==> src/common/dtc_pkg.sv <==
// dtc_pkg: register map, field layout and codes for the dual timer control block
package dtc_pkg;

    // bus address width and data width
    localparam int unsigned DTC_AW = 8;
    localparam int unsigned DTC_DW = 32;

    // register offsets (byte addresses)
    localparam logic [7:0] DTC_OFF_CFG = 8'h00;
    localparam logic [7:0] DTC_OFF_FIRST_MODE = 8'h04;
    localparam logic [7:0] DTC_OFF_SECOND_MODE = 8'h08;
    localparam logic [7:0] DTC_OFF_CTL = 8'h0C;
    localparam logic [7:0] DTC_OFF_STATUS = 8'h50;
    localparam logic [7:0] DTC_OFF_ID = 8'h54;

    // reset values
    localparam logic [31:0] DTC_CTL_RESET = 32'h0000_0000;
    localparam logic [2:0] DTC_CFG_RESET = 3'h0;
    localparam logic [3:0] DTC_MODE_RESET = 4'h0;

    // writable bits of timer_control; everything else reads zero
    localparam logic [31:0] DTC_CTL_WMASK = 32'h0000_6F7F;

    // timer_control field positions
    localparam int unsigned DTC_FIRST_EN_BIT = 0;
    localparam int unsigned DTC_FIRST_STALL_BIT = 1;
    localparam int unsigned DTC_FIRST_EDGE_LSB = 2;
    localparam int unsigned DTC_RTC_EN_BIT = 4;
    localparam int unsigned DTC_FIRST_TRIG_BIT = 5;
    localparam int unsigned DTC_FIRST_INV_BIT = 6;
    localparam int unsigned DTC_SECOND_EN_BIT = 8;
    localparam int unsigned DTC_SECOND_STALL_BIT = 9;
    localparam int unsigned DTC_SECOND_EDGE_LSB = 10;
    localparam int unsigned DTC_SECOND_TRIG_BIT = 13;
    localparam int unsigned DTC_SECOND_INV_BIT = 14;

    // half mode register field positions
    localparam int unsigned DTC_MODE_MR_LSB = 0;
    localparam int unsigned DTC_MODE_CMR_BIT = 2;
    localparam int unsigned DTC_MODE_AMS_BIT = 3;

    // global_timer_config codes; any code with bit 2 set splits the timer
    localparam logic [2:0] DTC_CFG_WIDE = 3'h0;
    localparam logic [2:0] DTC_CFG_RTC = 3'h1;
    localparam int unsigned DTC_CFG_SPLIT_BIT = 2;

    // half mode field codes
    localparam logic [1:0] DTC_MR_PERIODIC = 2'h2;
    localparam logic [1:0] DTC_MR_CAPTURE = 2'h3;

    // capture edge-select codes; 2'h2 is reserved and selects nothing
    localparam logic [1:0] DTC_EDGE_RISE = 2'h0;
    localparam logic [1:0] DTC_EDGE_FALL = 2'h1;
    localparam logic [1:0] DTC_EDGE_BOTH = 2'h3;

    // status register bit positions
    localparam int unsigned DTC_ST_FIRST_RUN = 0;
    localparam int unsigned DTC_ST_SECOND_RUN = 1;
    localparam int unsigned DTC_ST_RTC_RUN = 2;
    localparam int unsigned DTC_ST_HALT = 3;
    localparam int unsigned DTC_ST_FIRST_PWM = 4;
    localparam int unsigned DTC_ST_SECOND_PWM = 5;
    localparam int unsigned DTC_ST_ARR_LSB = 8;

    // operating arrangement, one-hot
    typedef enum logic [3:0] {
        DTC_ARR_NONE = 4'b0001,
        DTC_ARR_WIDE = 4'b0010,
        DTC_ARR_RTC = 4'b0100,
        DTC_ARR_SPLIT = 4'b1000
    } dtc_arr_e;

endpackage

==> src/dtc_half.sv <==
// dtc_half: per-half gating of run, capture edge, trigger and pwm level
module dtc_half
    import dtc_pkg::*;
(
    input wire logic i_clk,
    input wire logic i_rst,
    input wire logic i_enable,
    input wire logic i_stall_en,
    input wire logic i_halt,
    input wire logic [1:0] i_edge_sel,
    input wire logic i_trig_en,
    input wire logic i_invert,
    input wire logic i_pwm_mode,
    input wire logic i_capture_pin,
    input wire logic i_pwm_raw,
    input wire logic i_timeout,
    output logic o_run,
    output logic o_capture_event,
    output logic o_trigger,
    output logic o_pwm_out
);

    logic cap_meta_reg;
    logic cap_sync_reg;
    logic cap_prev_reg;
    logic rise;
    logic fall;
    logic edge_hit;

    // frozen while the debugger halts the core and stalling is on
    assign o_run = i_enable && !(i_stall_en && i_halt);

    // capture pin comes from outside; two flops before anything looks at it
    always_ff @(posedge i_clk or posedge i_rst) begin
        if (i_rst) begin
            cap_meta_reg <= 1'b0;
            cap_sync_reg <= 1'b0;
            cap_prev_reg <= 1'b0;
        end else begin
            cap_meta_reg <= i_capture_pin;
            cap_sync_reg <= cap_meta_reg;
            cap_prev_reg <= cap_sync_reg;
        end
    end

    assign rise = cap_sync_reg && !cap_prev_reg;
    assign fall = !cap_sync_reg && cap_prev_reg;

    // edge selection; the reserved code matches no edge
    always_comb begin
        edge_hit = 1'b0;
        unique case (i_edge_sel)
            DTC_EDGE_RISE: edge_hit = rise;
            DTC_EDGE_FALL: edge_hit = fall;
            DTC_EDGE_BOTH: edge_hit = rise || fall;
            default: edge_hit = 1'b0;
        endcase
    end

    // registered outputs toward the counter, the converter and the pwm output
    always_ff @(posedge i_clk or posedge i_rst) begin
        if (i_rst) begin
            o_capture_event <= 1'b0;
            o_trigger <= 1'b0;
            o_pwm_out <= 1'b0;
        end else begin
            o_capture_event <= edge_hit && o_run;
            o_trigger <= i_timeout && i_trig_en;
            o_pwm_out <= i_pwm_mode && (i_pwm_raw ^ i_invert);
        end
    end

endmodule

==> src/dtc_timer_control.sv <==
// dtc_timer_control: control, configuration and mode registers of a dual timer
//
// The implementer's own choice: strobed register access.
module dtc_timer_control
    import dtc_pkg::*;
#(
    parameter logic [31:0] ID_VALUE = 32'h0000_0A5C // arbitrary value
)
(
    input wire logic i_clk,
    input wire logic i_rst,
    input wire logic [dtc_pkg::DTC_AW-1:0] i_addr,
    input wire logic [dtc_pkg::DTC_DW-1:0] i_wdata,
    input wire logic i_wr,
    input wire logic i_rd,
    output logic [dtc_pkg::DTC_DW-1:0] o_rdata,
    input wire logic i_debug_halt,
    input wire logic i_first_capture_pin,
    input wire logic i_second_capture_pin,
    input wire logic i_first_pwm_raw,
    input wire logic i_second_pwm_raw,
    input wire logic i_first_timeout,
    input wire logic i_second_timeout,
    output logic o_first_run,
    output logic o_second_run,
    output logic o_rtc_run,
    output logic o_wide_mode,
    output logic o_first_capture_event,
    output logic o_second_capture_event,
    output logic o_first_pwm_mode,
    output logic o_second_pwm_mode,
    output logic o_first_pwm_out,
    output logic o_second_pwm_out,
    output logic o_adc_first_trigger,
    output logic o_adc_second_trigger,
    output logic o_adc_trigger
);

    import dtc_pkg::*;

    // software-visible state
    logic [31:0] ctl_reg;
    logic [2:0] cfg_reg;
    logic [3:0] first_mode_reg;
    logic [3:0] second_mode_reg;

    // debug halt synchroniser
    logic halt_meta_reg;
    logic halt_sync_reg;

    // decoded arrangement and per-half controls
    dtc_arr_e arr;
    logic first_en;
    logic second_en;
    logic rtc_en;
    logic first_run_raw;
    logic second_run_raw;
    logic first_trig;
    logic second_trig;
    logic [31:0] status_word;
    logic [31:0] rdata_next;

    // pwm arrangement of one half from its mode register
    function automatic logic pwm_mode_f(input logic [3:0] mode, input dtc_arr_e a);
        logic ok;
        ok = (a == DTC_ARR_SPLIT);
        ok = ok && mode[DTC_MODE_AMS_BIT];
        ok = ok && !mode[DTC_MODE_CMR_BIT];
        ok = ok && (mode[DTC_MODE_MR_LSB +: 2] == DTC_MR_PERIODIC);
        return ok;
    endfunction

    // address compare, shared by read and write decode
    function automatic logic hit_f(input logic [7:0] addr, input logic [7:0] off);
        return addr == off;
    endfunction

    // timer_control: only documented fields take writes, reserved stay zero
    always_ff @(posedge i_clk or posedge i_rst) begin
        if (i_rst) begin
            ctl_reg <= DTC_CTL_RESET;
        end else if (i_wr && hit_f(i_addr, DTC_OFF_CTL)) begin
            ctl_reg <= i_wdata & DTC_CTL_WMASK;
        end
    end

    // global_timer_config
    always_ff @(posedge i_clk or posedge i_rst) begin
        if (i_rst) begin
            cfg_reg <= DTC_CFG_RESET;
        end else if (i_wr && hit_f(i_addr, DTC_OFF_CFG)) begin
            cfg_reg <= i_wdata[2:0];
        end
    end

    // first half mode register
    always_ff @(posedge i_clk or posedge i_rst) begin
        if (i_rst) begin
            first_mode_reg <= DTC_MODE_RESET;
        end else if (i_wr && hit_f(i_addr, DTC_OFF_FIRST_MODE)) begin
            first_mode_reg <= i_wdata[3:0];
        end
    end

    // second half mode register; ignored while the timer is not split
    always_ff @(posedge i_clk or posedge i_rst) begin
        if (i_rst) begin
            second_mode_reg <= DTC_MODE_RESET;
        end else if (i_wr && hit_f(i_addr, DTC_OFF_SECOND_MODE)) begin
            second_mode_reg <= i_wdata[3:0];
        end
    end

    // halt comes from the debug domain, so it is synchronised first
    always_ff @(posedge i_clk or posedge i_rst) begin
        if (i_rst) begin
            halt_meta_reg <= 1'b0;
            halt_sync_reg <= 1'b0;
        end else begin
            halt_meta_reg <= i_debug_halt;
            halt_sync_reg <= halt_meta_reg;
        end
    end

    // arrangement decode; reserved codes leave every counter idle
    always_comb begin
        if (cfg_reg[DTC_CFG_SPLIT_BIT]) begin
            arr = DTC_ARR_SPLIT;
        end else if (cfg_reg == DTC_CFG_WIDE) begin
            arr = DTC_ARR_WIDE;
        end else if (cfg_reg == DTC_CFG_RTC) begin
            arr = DTC_ARR_RTC;
        end else begin
            arr = DTC_ARR_NONE;
        end
    end

    // enable bits per half, plus the rtc enable
    assign first_en = ctl_reg[DTC_FIRST_EN_BIT];
    assign second_en = ctl_reg[DTC_SECOND_EN_BIT];
    assign rtc_en = ctl_reg[DTC_RTC_EN_BIT];

    // which half may run in the chosen arrangement
    always_comb begin
        first_run_raw = 1'b0;
        second_run_raw = 1'b0;
        unique case (arr)
            DTC_ARR_WIDE: first_run_raw = first_en;
            DTC_ARR_SPLIT: begin
                first_run_raw = first_en;
                second_run_raw = second_en;
            end
            DTC_ARR_RTC: first_run_raw = 1'b0;
            DTC_ARR_NONE: first_run_raw = 1'b0;
        endcase
    end

    // rtc counting follows its own enable, not the half enables;
    // it keeps running through a debug halt so wall time stays true
    assign o_rtc_run = (arr == DTC_ARR_RTC) && rtc_en;
    assign o_wide_mode = (arr == DTC_ARR_WIDE) || (arr == DTC_ARR_RTC);

    // pwm arrangement of each half
    assign o_first_pwm_mode = pwm_mode_f(first_mode_reg, arr);
    assign o_second_pwm_mode = pwm_mode_f(second_mode_reg, arr);

    // first half: also drives the whole counter in the wide arrangement
    dtc_half u_first (
        .i_clk(i_clk),
        .i_rst(i_rst),
        .i_enable(first_run_raw),
        .i_stall_en(ctl_reg[DTC_FIRST_STALL_BIT]),
        .i_halt(halt_sync_reg),
        .i_edge_sel(ctl_reg[DTC_FIRST_EDGE_LSB +: 2]),
        .i_trig_en(ctl_reg[DTC_FIRST_TRIG_BIT]),
        .i_invert(ctl_reg[DTC_FIRST_INV_BIT]),
        .i_pwm_mode(o_first_pwm_mode),
        .i_capture_pin(i_first_capture_pin),
        .i_pwm_raw(i_first_pwm_raw),
        .i_timeout(i_first_timeout),
        .o_run(o_first_run),
        .o_capture_event(o_first_capture_event),
        .o_trigger(first_trig),
        .o_pwm_out(o_first_pwm_out)
    );

    // second half: only meaningful in the split arrangement
    dtc_half u_second (
        .i_clk(i_clk),
        .i_rst(i_rst),
        .i_enable(second_run_raw),
        .i_stall_en(ctl_reg[DTC_SECOND_STALL_BIT]),
        .i_halt(halt_sync_reg),
        .i_edge_sel(ctl_reg[DTC_SECOND_EDGE_LSB +: 2]),
        .i_trig_en(ctl_reg[DTC_SECOND_TRIG_BIT]),
        .i_invert(ctl_reg[DTC_SECOND_INV_BIT]),
        .i_pwm_mode(o_second_pwm_mode),
        .i_capture_pin(i_second_capture_pin),
        .i_pwm_raw(i_second_pwm_raw),
        .i_timeout(i_second_timeout),
        .o_run(o_second_run),
        .o_capture_event(o_second_capture_event),
        .o_trigger(second_trig),
        .o_pwm_out(o_second_pwm_out)
    );

    // converter trigger routing; each half's pulse is already gated
    assign o_adc_first_trigger = first_trig;
    assign o_adc_second_trigger = second_trig;
    assign o_adc_trigger = first_trig || second_trig;

    // status word shows the block's own live state
    always_comb begin
        status_word = 32'h0000_0000;
        status_word[DTC_ST_FIRST_RUN] = o_first_run;
        status_word[DTC_ST_SECOND_RUN] = o_second_run;
        status_word[DTC_ST_RTC_RUN] = o_rtc_run;
        status_word[DTC_ST_HALT] = halt_sync_reg;
        status_word[DTC_ST_FIRST_PWM] = o_first_pwm_mode;
        status_word[DTC_ST_SECOND_PWM] = o_second_pwm_mode;
        status_word[DTC_ST_ARR_LSB +: 4] = arr;
    end

    // read mux; unmapped addresses read zero
    always_comb begin
        rdata_next = 32'h0000_0000;
        if (hit_f(i_addr, DTC_OFF_CTL)) begin
            rdata_next = ctl_reg & DTC_CTL_WMASK;
        end else if (hit_f(i_addr, DTC_OFF_CFG)) begin
            rdata_next = {29'h0000_0000, cfg_reg};
        end else if (hit_f(i_addr, DTC_OFF_FIRST_MODE)) begin
            rdata_next = {28'h000_0000, first_mode_reg};
        end else if (hit_f(i_addr, DTC_OFF_SECOND_MODE)) begin
            rdata_next = {28'h000_0000, second_mode_reg};
        end else if (hit_f(i_addr, DTC_OFF_STATUS)) begin
            rdata_next = status_word;
        end else if (hit_f(i_addr, DTC_OFF_ID)) begin
            rdata_next = ID_VALUE;
        end
    end

    // read data stands only in the cycle after the strobe; zero otherwise
    // so a stale value never looks like a fresh answer
    always_ff @(posedge i_clk or posedge i_rst) begin
        if (i_rst) begin
            o_rdata <= 32'h0000_0000;
        end else if (i_rd) begin
            o_rdata <= rdata_next;
        end else begin
            o_rdata <= 32'h0000_0000;
        end
    end

endmodule

==> config.mk <==
export PLATFORM = sky130hd
export DESIGN_NAME = dtc_timer_control
export DESIGN_NICKNAME = d
export VERILOG_FILES = /design/src/common/dtc_pkg.sv /design/src/dtc_half.sv /design/src/dtc_timer_control.sv
export SDC_FILE = /design/constraint.sdc
export NUM_CORES = 1
export LEC_CHECK = 0
export ABC_AREA = 1
export BUFFER_PORTS_ARGS = -buffer_cell sky130_fd_sc_hd__buf_2
export CAP_MARGIN = 5
export CORE_ASPECT_RATIO = 1.2
export CORE_MARGIN = 5
export CORE_UTILIZATION = 30
export CTS_CLUSTER_SIZE = 8
export DETAILED_ROUTE_END_ITERATION = 10
export GPL_ROUTABILITY_DRIVEN = 0
export PLACE_DENSITY = 0.64
export SETUP_SLACK_MARGIN = 0.1
export SLEW_MARGIN = 40
export SYNTH_ARGS = -nofsm -noshare
export SYNTH_HDL_FRONTEND = slang
export SYNTH_SLANG_ARGS = --single-unit
==> constraint.sdc <==
create_clock -name i_clk -period 3.13 [get_ports i_clk]
set_clock_uncertainty 0.15 [all_clocks]
set_input_delay 0.4695 -clock i_clk [delete_from_list [all_inputs] [get_ports i_clk]]
set_output_delay 0.4695 -clock i_clk [all_outputs]
set_load 0.01 [all_outputs]
# [After elaboration in Yosys (flattened, before gate mapping)]
# Index checks and enable logic that the tools add are counted.
# W data, S select, Z words.
[word_totals] out_inout_bits=45 inputBits=51 regBits=70
[classes] n_mux=14 reduce_logical=43 eq_ne=16 bitwise_logic=2
[op_table] cell="$mux W12" count=5
[op_table] cell="$mux W32" count=1
[op_table] cell="$logic_and A1 B1 Y1" count=25
[op_table] cell="$eq A8 B4 Y1 const B" count=2
[op_table] cell="$eq A8 B7 Y1 const B" count=2
[op_table] cell="$mux W15" count=1
[op_table] cell="$eq A2 B2 Y1 const B" count=4
[op_table] cell="$eq A8 B3 Y1 const B" count=1
[op_table] cell="$logic_not A1 Y1" count=8
[op_table] cell="$logic_not A8 Y1" count=1
[op_table] cell="$mux W3" count=2
[op_table] cell="$pmux W1 S3" count=2
[op_table] cell="$eq A2 B1 Y1 const B" count=2
[op_table] cell="$eq A4 B1 Y1 const B" count=1
[op_table] cell="$eq A4 B2 Y1 const B" count=1
[op_table] cell="$eq A4 B3 Y1 const B" count=1
[op_table] cell="$eq A4 B4 Y1 const B" count=1
[op_table] cell="$logic_not A2 Y1" count=2
[op_table] cell="$logic_or A1 B1 Y1" count=4
[op_table] cell="$mux W4" count=1
[op_table] cell="$reduce_or A2 Y1" count=2
[op_table] cell="$eq A3 B1 Y1 const B" count=1
[op_table] cell="$logic_not A3 Y1" count=1
[op_table] cell="$pmux W1 S2" count=1
[op_table] cell="other kinds (2)" count=3

# [Logic depth before layout (Yosys ltp)]
# Gate-level depths: netlist of the first run.
[logic_depth] ltp_word=14 mapped_depth=9 mapped_depth_nobuf=9

# [Hierarchy]
# Synthesis of the first run repeated with hierarchy kept, for this count alone.
[hier_totals] hier_cells=296 hier_area_um2=2477.4
[modules_own_cells] module="dtc_timer_control" seq_area_each_um2=975.9 area_each_um2=1954.4 cells_each=238 instances=1
[modules_own_cells] module="dtc_half" seq_area_each_um2=150.1 area_each_um2=261.5 cells_each=29 instances=2

# [Worst setup path after synthesis of the first run]
# No wires, ideal clock.
[synth_timing] kind="flip-flop to output port" from="reg cfg_reg[2]" to="out o_rtc_run" stages_incl_launch_ff=4 n_path_buf=0 path_slack_ps=1545 t_arrival_ps=965 cell_sequence="dfrtp_1 nor2_1 nand3_1 inv_1"
[synth_via] elab_chain_len=6 word_cells_on_any_way=7 classes_between="eq/ne: 2; mux: 3; reduce/logical: 2"
[synth_lines] item="from (decl)" line_no="dtc_timer_control.sv:43" source="logic [2:0] cfg_reg;"
[synth_lines] item="from (signal assigned)" line_no="dtc_timer_control.sv:92" source="cfg_reg <= i_wdata[2:0];"
[synth_lines] item="$eq A3 B1 Y1" line_no="dtc_timer_control.sv:131" source="end else if (cfg_reg == DTC_CFG_RTC) begin"
[synth_lines] item="$mux W3" line_no="dtc_timer_control.sv:131"
[synth_lines] item="$mux W3" line_no="dtc_timer_control.sv:129" source="end else if (cfg_reg == DTC_CFG_WIDE) begin"
[synth_lines] item="$mux W4 *" line_no="dtc_timer_control.sv:127" source="if (cfg_reg[DTC_CFG_SPLIT_BIT]) begin"
[synth_lines] item="$eq A4 B3 Y1 *" line_no="dtc_timer_control.sv:160" source="assign o_rtc_run = (arr == DTC_ARR_RTC) && rtc_en;"
[synth_lines] item="$logic_and A1 B1 Y1 *" line_no="dtc_timer_control.sv:160"
[synth_lines] item="to (decl)" line_no="dtc_timer_control.sv:26" source="output logic o_rtc_run,"
# Mark *: on every way between the ends. The rest lies on a longest branch, timed or not.

# [Worst setup path in the final report of the first run]
[layout_timing] from="reg cfg_reg[2]" to="out o_first_pwm_mode"
[layout_via] elab_chain_len=8 word_cells_on_any_way=9 classes_between="eq/ne: 2; mux: 3; reduce/logical: 4"
[layout_lines] item="$eq A3 B1 Y1" line_no="dtc_timer_control.sv:131"
[layout_lines] item="$mux W3" line_no="dtc_timer_control.sv:131"
[layout_lines] item="$mux W3" line_no="dtc_timer_control.sv:129"
[layout_lines] item="$mux W4 *" line_no="dtc_timer_control.sv:127"
[layout_lines] item="$eq A4 B4 Y1 *" line_no="dtc_timer_control.sv:66" source="ok = (a == DTC_ARR_SPLIT);"
[layout_lines] item="$logic_and A1 B1 Y1 *" line_no="dtc_timer_control.sv:67" source="ok = ok && mode[DTC_MODE_AMS_BIT];"
[layout_lines] item="$logic_and A1 B1 Y1 *" line_no="dtc_timer_control.sv:68" source="ok = ok && !mode[DTC_MODE_CMR_BIT];"
[layout_lines] item="$logic_and A1 B1 Y1 *" line_no="dtc_timer_control.sv:69" source="ok = ok && (mode[DTC_MODE_MR_LSB +: 2] == DTC_MR_PERIODIC);"
[layout_lines] item="to (decl)" line_no="dtc_timer_control.sv:30" source="output logic o_first_pwm_mode,"
# Marks and branches as above.

==> impl_results.rst, run 1 <==
.. list-table::
   :header-rows: 1

   * - Metric
     - Value
   * - Path type of the worst setup path
     - reg -> out
   * - Post-synthesis cell count
     - ~260
   * - Fmax
     - about 0.43 GHz
   * - Part of the Yosys area used for sequential elements
     - 0.510
   * - Count of instances resized after the clock tree is built
     - 0
   * - Critical path destination
     - o_first_pwm_mode
   * - Detail Route Antenna Nets
     - 0
   * - Count of buffers from port buffering
     - 57
   * - Violation count after the first detailed-routing iteration
     - 115
   * - Maximum fanout encountered on the critical timing path
     - 6
   * - Type of element launching the critical path
     - flop
   * - Setup_tns
     - 0 ns
   * - Crit path DAT
     - 1.68 ns
   * - Mean area per synthesized cell
     - about 9.5 um2
   * - Data required time of the critical path
     - ~2.5 ns
   * - Flip-flop and latch area
     - 0.00128 mm2
   * - Floorplan die area
     - approximately 0.01 mm2
   * - Post-synthesis instance area
     - ~0.0025 mm2
   * - Via count
     - around 1800
   * - H-tree levels
     - 2
   * - CTS root buf
     - clkbuf_8
   * - Pin count of the biggest net entering global routing
     - 52
   * - Dominant cell type by area after synthesis
     - dfrtp_1
   * - Number of endpoints failing setup at the final stage
     - 0
   * - Antenna violations before repair
     - 0
   * - Clock insertion delay at the later pin of the skew report
     - 0.30 ns
   * - Floorplan die width
     - just over 90 um
   * - Area occupied by multi-input gates
     - around 1000 um2
   * - Buffer levels on the longest clock path
     - 2
   * - Total of hold buffers inserted after clock tree synthesis
     - 0
   * - Shortest clock period the worst path allows after layout
     - 2.30 ns
   * - Final count of pins violating max slew
     - 0
   * - Synth Area in Compound Gates
     - 0.112
   * - Area share of the leading cell type in the synthesized netlist
     - 0.510
   * - Reg-to-Reg Start
     - cfg_reg[2]
   * - Number of primary I/O pins
     - 96
   * - Pleak
     - approximately 1.6 nW
   * - Worst supply voltage drop on vdd
     - 0.000185 V
   * - Main combinational cell family by area after synthesis
     - simple AND/OR/NAND/NOR gates
   * - Detailed-route wire length
     - 5490 um
   * - Launching element of the worst setup path
     - cfg_reg[2]
   * - Number of maximum-capacitance constraint violations
     - 0
   * - Outcome
     - completed
   * - CP endpoint kind
     - output port
   * - Arithmetic-cell share of the synthesized area counting full adders, half adders and majority gates
     - 0.0200
   * - Initial Util
     - 0.307
   * - CTS Buf Count
     - 5
   * - Share of the synthesized netlist area taken by xor and xnor gates
     - 0.00700
   * - Portion of netlist area occupied by mux cells
     - 0.0180
   * - Core region area
     - 0.00815 mm2
   * - Max-slew headroom at the worst pin
     - 0.495
   * - Global-route wire length before repair
     - ~8600 um
   * - Buffers inserted by post-CTS timing repair
     - 0
   * - Vias/cell
     - around 4.2
   * - Final HPWL DP
     - 4260 um
   * - Antenna diode count
     - 0
   * - Clk pin slew, worst setup/hold paths
     - roughly 0.090 ns
   * - Row Count
     - 36
   * - Share of layout cells above drive strength 1
     - 0.310
   * - Final global-route overflow total
     - 0
   * - Slew at the pin with the worst max-slew slack
     - about 0.75 ns
   * - Number of nets in the final layout
     - 380
   * - Synthesis-stage register bit count
     - between 50 and 60
   * - Depth of the worst register-to-register path
     - 6
   * - Vias in the first global route
     - 1769
   * - Setup slack on the worst flop-to-flop path
     - 1.54 ns
   * - Simple-Gate Fraction of Synth Area
     - 0.208
   * - Top area cells in the synthesized netlist
     - dfrtp_1 51%, nand2_1 7.4%, buf_4 5.7%
   * - Final Power
     - approximately 1.2 mW
   * - Vertical die dimension
     - 110 um
   * - Layout fillers
     - 848
   * - Reg-to-reg critical path endpoint
     - o_rdata[1]
   * - Final hold violation count
     - 0
   * - Min-delay worst type
     - in -> async
   * - Clock tree from TritonCTS
     - done
   * - Setup repair after global routing missed its margin
     - false
   * - GRT Util Overall
     - 0.108
   * - Detailed Routing Iterations Pass 1
     - 4
   * - Dpl ws
     - 1.16 ns
   * - Worst Slack Setup Final
     - about 0.83 ns
   * - Post-route DRC violation count
     - 0
   * - Yosys warning count
     - 0
   * - Power per cell area
     - 406 mW/mm2
   * - Number of clock sinks
     - just over 50
   * - Area Growth Syn to Fin
     - 16.7%
   * - Drt wl/cell
     - 12.5 um
   * - Number of distinct library cell variants in the gate-level netlist after synthesis
     - 34
   * - Share of the clock period used by the worst path
     - 0.736
routing by layer:
metal / up-vias / track usage / share of wire
met4: 0 / 0.0283 / 0.015
li1: 913 / - / -
met1: 865 / 0.125 / 0.40
met2: 59 / 0.191 / 0.50
met3: 6 / 0.0367 / 0.081
met5: - / 0 / 0
power breakdown:
group / internal, mW / switching [mW] / total, mW
sequential: 0.682 / 0.0163 / 0.698
combinational: 0.0424 / 0.0776 / 0.120
clock: 0.157 / 0.211 / 0.368
layout make-up:
type                       instances  share of cell area
tap                              114              0.0489
clock buffer                       6              0.0249
inverter                          38              0.0497
clock inverter                     2             0.00429
multi-input combinational        172               0.337
timing repair buffer              57              0.0977
sequential                        51               0.437
worst min path at each step:
stage,endpoint,depth (start not counted)
final,o_rdata[13],2
after global routing,u_second.cap_meta_reg,1
after CTS,o_rdata[13],2
after detailed placement,u_second.cap_sync_reg,0
after global placement,u_first.cap_sync_reg,0
after floorplan,halt_sync_reg,0
synthesized netlist by cell type, drive strengths merged:
library cell / count
nand2: 53
dfrtp: 51
inv: 38
nor2: 32
buf: 21
o21ai: 20
a21oi: 17
nand3: 8
ha: 4
mux2: 3
nand4: 2
o22ai: 2
or2: 2
xnor2: 2
a211oi: 1
a21boi: 1
conb: 1
nor3: 1
nor3b: 1
nor4: 1
o311a: 1
o31ai: 1
o32ai: 1
layout by cell type, fill, tap and decap left out, types with 2 or more instances in the layout:
cell type,instances
nor2_1,18
a21oi_1,11
buf_2,57
mux2_4,3
clkbuf_8,5
o21ai_0,14
nand3_1,7
o22ai_1,2
nand2_1,49
nand2_4,2
conb_1,19
nand4_1,2
xnor2_1,2
inv_1,37
ha_1,4
nor2_2,7
a21oi_2,6
nand2_2,2
o21ai_2,5
dfrtp_1,51
nor2_4,6
through the flow:
step	instances	utilization	instance area (um2)	hold slack [ns]
5_1_grt	440	0.358	2920	0.112
3_5_place_dp	432	0.348	2830	0.186
4_1_cts	440	0.358	2920	0.122
3_3_place_gp	432	0.347	2830	0.182
2_1_floorplan	282	-	2570	0.181
6_report	440	0.358	2920	0.100
cells by family (layout without fill, tap and decap cells):
logic type | Yosys count | count (layout)
AND/OR/NAND/NOR | 100 | 100
adder cells (fa/ha/maj) | 4 | 4
AO/OA/AOI/OAI | 44 | 44
buffers and inverters | 59 | 103
other | 1 | 19
flip-flops | 51 | 51
multiplexers | 3 | 3
XOR/XNOR | 2 | 2
worst max-delay path, stage by stage (launching register included):
cell,delay [ns]
dfrtp_1,0.47
nand2_1,0.08
nor4_1,0.58
buf_2,0.26
Note: power is estimated with default switching activity, not from simulation.
==> run 2: changes to the inputs <==
- PLACE_DENSITY: 0.64 -> 0.66
- clock period: 3.13 -> 2.1 ns (I/O delays scaled with it)
==> run 2 against run 1 <==
Sequential cell count unchanged. Cell count up 1.4%. Non-clock buffer count up 6. Worst setup slack worse by 0.67 ns. Utilization up 1.1 points. Die area unchanged. Clock power up 47%. Worst hold slack worse by 0.052 ns. Critical path type unchanged. Highest routed layer unchanged.
==> impl_results.rst, run 2 (synthesized netlist as in run 1, its figures left out) <==
.. list-table::
   :header-rows: 1

   * - Metric
     - Value
   * - Number of clock sinks
     - between 50 and 60
   * - Area occupied by multi-input gates
     - 0.00101 mm2
   * - Vias/cell
     - 4.19
   * - Clock tree from TritonCTS
     - done
   * - Detailed Routing Iterations Pass 1
     - 4
   * - Drt wl/cell
     - 12.6 um
   * - Maximum fanout encountered on the critical timing path
     - 6
   * - Via count
     - 1867
   * - Final count of pins violating max slew
     - 0
   * - Depth of the worst register-to-register path
     - 8
   * - Buffer levels on the longest clock path
     - 2
   * - Top library cells by usage in the layout, fill and taps aside
     - 57 x buf_2, 50 x dfrtp_1, 49 x nand2_1
   * - Global-route wire length before repair
     - between 8000 and 9000 um
   * - Pleak
     - between 1.5 and 2 nW
   * - Violation count after the first detailed-routing iteration
     - between 80 and 90
   * - Path type of the worst setup path
     - reg -> out
   * - Shortest clock period the worst path allows after layout
     - between 1.5 and 2 ns
   * - Min-delay worst type
     - in -> reg
   * - Critical path destination
     - o_first_run
   * - Launching element of the worst setup path
     - cfg_reg[2]
   * - Number of nets in the final layout
     - between 300 and 400
   * - Number of primary I/O pins
     - 96
   * - H-tree levels
     - 2
   * - Crit path DAT
     - roughly 1.5 ns
   * - Hold wc startpoint
     - i_first_timeout
   * - Most common cell after layout, fill and taps aside
     - buf_2
   * - Final instance area
     - around 0.0030 mm2
   * - Core region area
     - approximately 0.0082 mm2
   * - Final global-route overflow total
     - 0
   * - Worst supply voltage drop on vdd
     - 0.000232 V
   * - Antenna violations before repair
     - 0
   * - Setup_tns
     - 0 ns
   * - Vertical die dimension
     - around 110 um
   * - Number of endpoints failing setup at the final stage
     - 0
   * - Number of maximum-capacitance constraint violations
     - 0
   * - Global routing usage on met3
     - 0.0326
   * - Final HPWL DP
     - ~4400 um
   * - Global routing met1 resource utilization
     - 0.131
   * - Count of buffers from port buffering
     - 57
   * - Data required time of the critical path
     - approximately 1.6 ns
   * - Share of layout cells above drive strength 1
     - 0.328
   * - Setup slack on the worst flop-to-flop path
     - between 0.6 and 0.7 ns
   * - Cell area after placement
     - 0.00286 mm2
   * - Reg-to-reg critical path endpoint
     - o_rdata[0]
   * - Clock insertion delay at the later pin of the skew report
     - 0.30 ns
   * - Fmax
     - ~0.51 GHz
   * - Hold_ws
     - a little under 0.05 ns
   * - Vias in the first global route
     - around 1800
   * - Pin count of the biggest net entering global routing
     - 31
   * - Reg-to-Reg Start
     - cfg_reg[2]
   * - Buffers inserted by post-CTS timing repair
     - 0
   * - Initial Util
     - 0.307
   * - Layout fillers
     - 840
   * - Outcome
     - completed
   * - Met2 Use GR
     - 0.202
   * - Final hold violation count
     - 0
   * - Detail Route Antenna Nets
     - 0
   * - Floorplan die width
     - between 90 and 100 um
   * - Antenna diode count
     - 0
   * - CTS Buf Count
     - 5
   * - Power per cell area
     - 590 mW/mm2
   * - Setup repair after global routing missed its margin
     - true
   * - Clk pin slew, worst setup/hold paths
     - 0.09 ns
   * - GRT Util Overall
     - 0.113
   * - Row Count
     - 36
   * - Post-route DRC violation count
     - 0
   * - Detailed-route wire length
     - 5600 um
   * - CP endpoint kind
     - output port
   * - Share of the clock period used by the worst path
     - 0.927
   * - Floorplan die area
     - 0.0103 mm2
   * - Area Growth Syn to Fin
     - 20.3%
   * - Type of element launching the critical path
     - flop
   * - Flip-flop and latch area
     - 0.00128 mm2
   * - Global routing's busiest layer
     - met2
   * - CTS root buf
     - clkbuf_8
run 2: cell types whose count changed in the layout (fill, tap and decap cells not counted), sizes merged:
cell,delta
dlygate4sd3,+4
buf,+2
run 2: repair_timing:
item / in CTS / in global routing
gates resized for setup: 4 / 2
setup endpoints to repair: 3 / 2
endpoints found under the hold margin: 24 / 0
pin swaps: 0 / 1
hold buffers: 4 / 0
run 2: how the worst min path moves through the flow:
| stage | endpoint | slack (ns) | cells past startpoint |
|---|---|---|---|
| 6_report | u_first.o_trigger | 0.05 | 3 |
| 5_1_grt | u_second.o_trigger | 0.05 | 3 |
| 4_1_cts | u_first.o_trigger | 0.04 | 3 |
| 3_5_place_dp | u_first.cap_sync_reg | 0.19 | 0 |
| 3_3_place_gp | u_first.cap_sync_reg | 0.18 | 0 |
| 2_1_floorplan | halt_sync_reg | 0.18 | 0 |
run 2: layout make-up:
| type | count | share of cell area |
|---|---|---|
| Inverter | 38 | 0.0474 |
| Multi-Input combinational cell | 172 | 0.335 |
| Sequential cell | 51 | 0.425 |
| Timing Repair Buffer | 63 | 0.117 |
| Clock inverter | 2 | 0.00416 |
| Clock buffer | 6 | 0.0241 |
| Tap cell | 114 | 0.0474 |
run 2: routing by layer:
metal  routed length, um  vias to the layer above
met5                   0                        -
met3                 405                       13
li1                    -                      925
met1                2230                      859
met4                  98                        0
met2                2870                       70
run 2: through the flow:
| step | util | power, mW | setup slack [ns] | std cells |
|---|---|---|---|---|
| global placement | 0.351 | 1.24 | 0.319 | 434 |
| global route | 0.369 | 1.87 | 0.0752 | 446 |
| CTS | 0.368 | 1.80 | 0.168 | 446 |
| floorplan | - | 1.19 | 0.405 | 282 |
| finish | 0.369 | 1.78 | 0.154 | 446 |
| detailed placement | 0.351 | 1.25 | 0.301 | 434 |
run 2: power breakdown:
group / internal (mW) / switching, mW / total, mW
registers: 1.02 / 0.0268 / 1.04
logic: 0.0724 / 0.119 / 0.192
clock network: 0.233 / 0.308 / 0.541
run 2: critical path, cell delays in order (launching register included):
cell,delay [ns]
dfrtp_2,0.45
inv_1,0.12
nand2_1,0.08
nand3_1,0.06
a21oi_1,0.28
buf_2,0.20
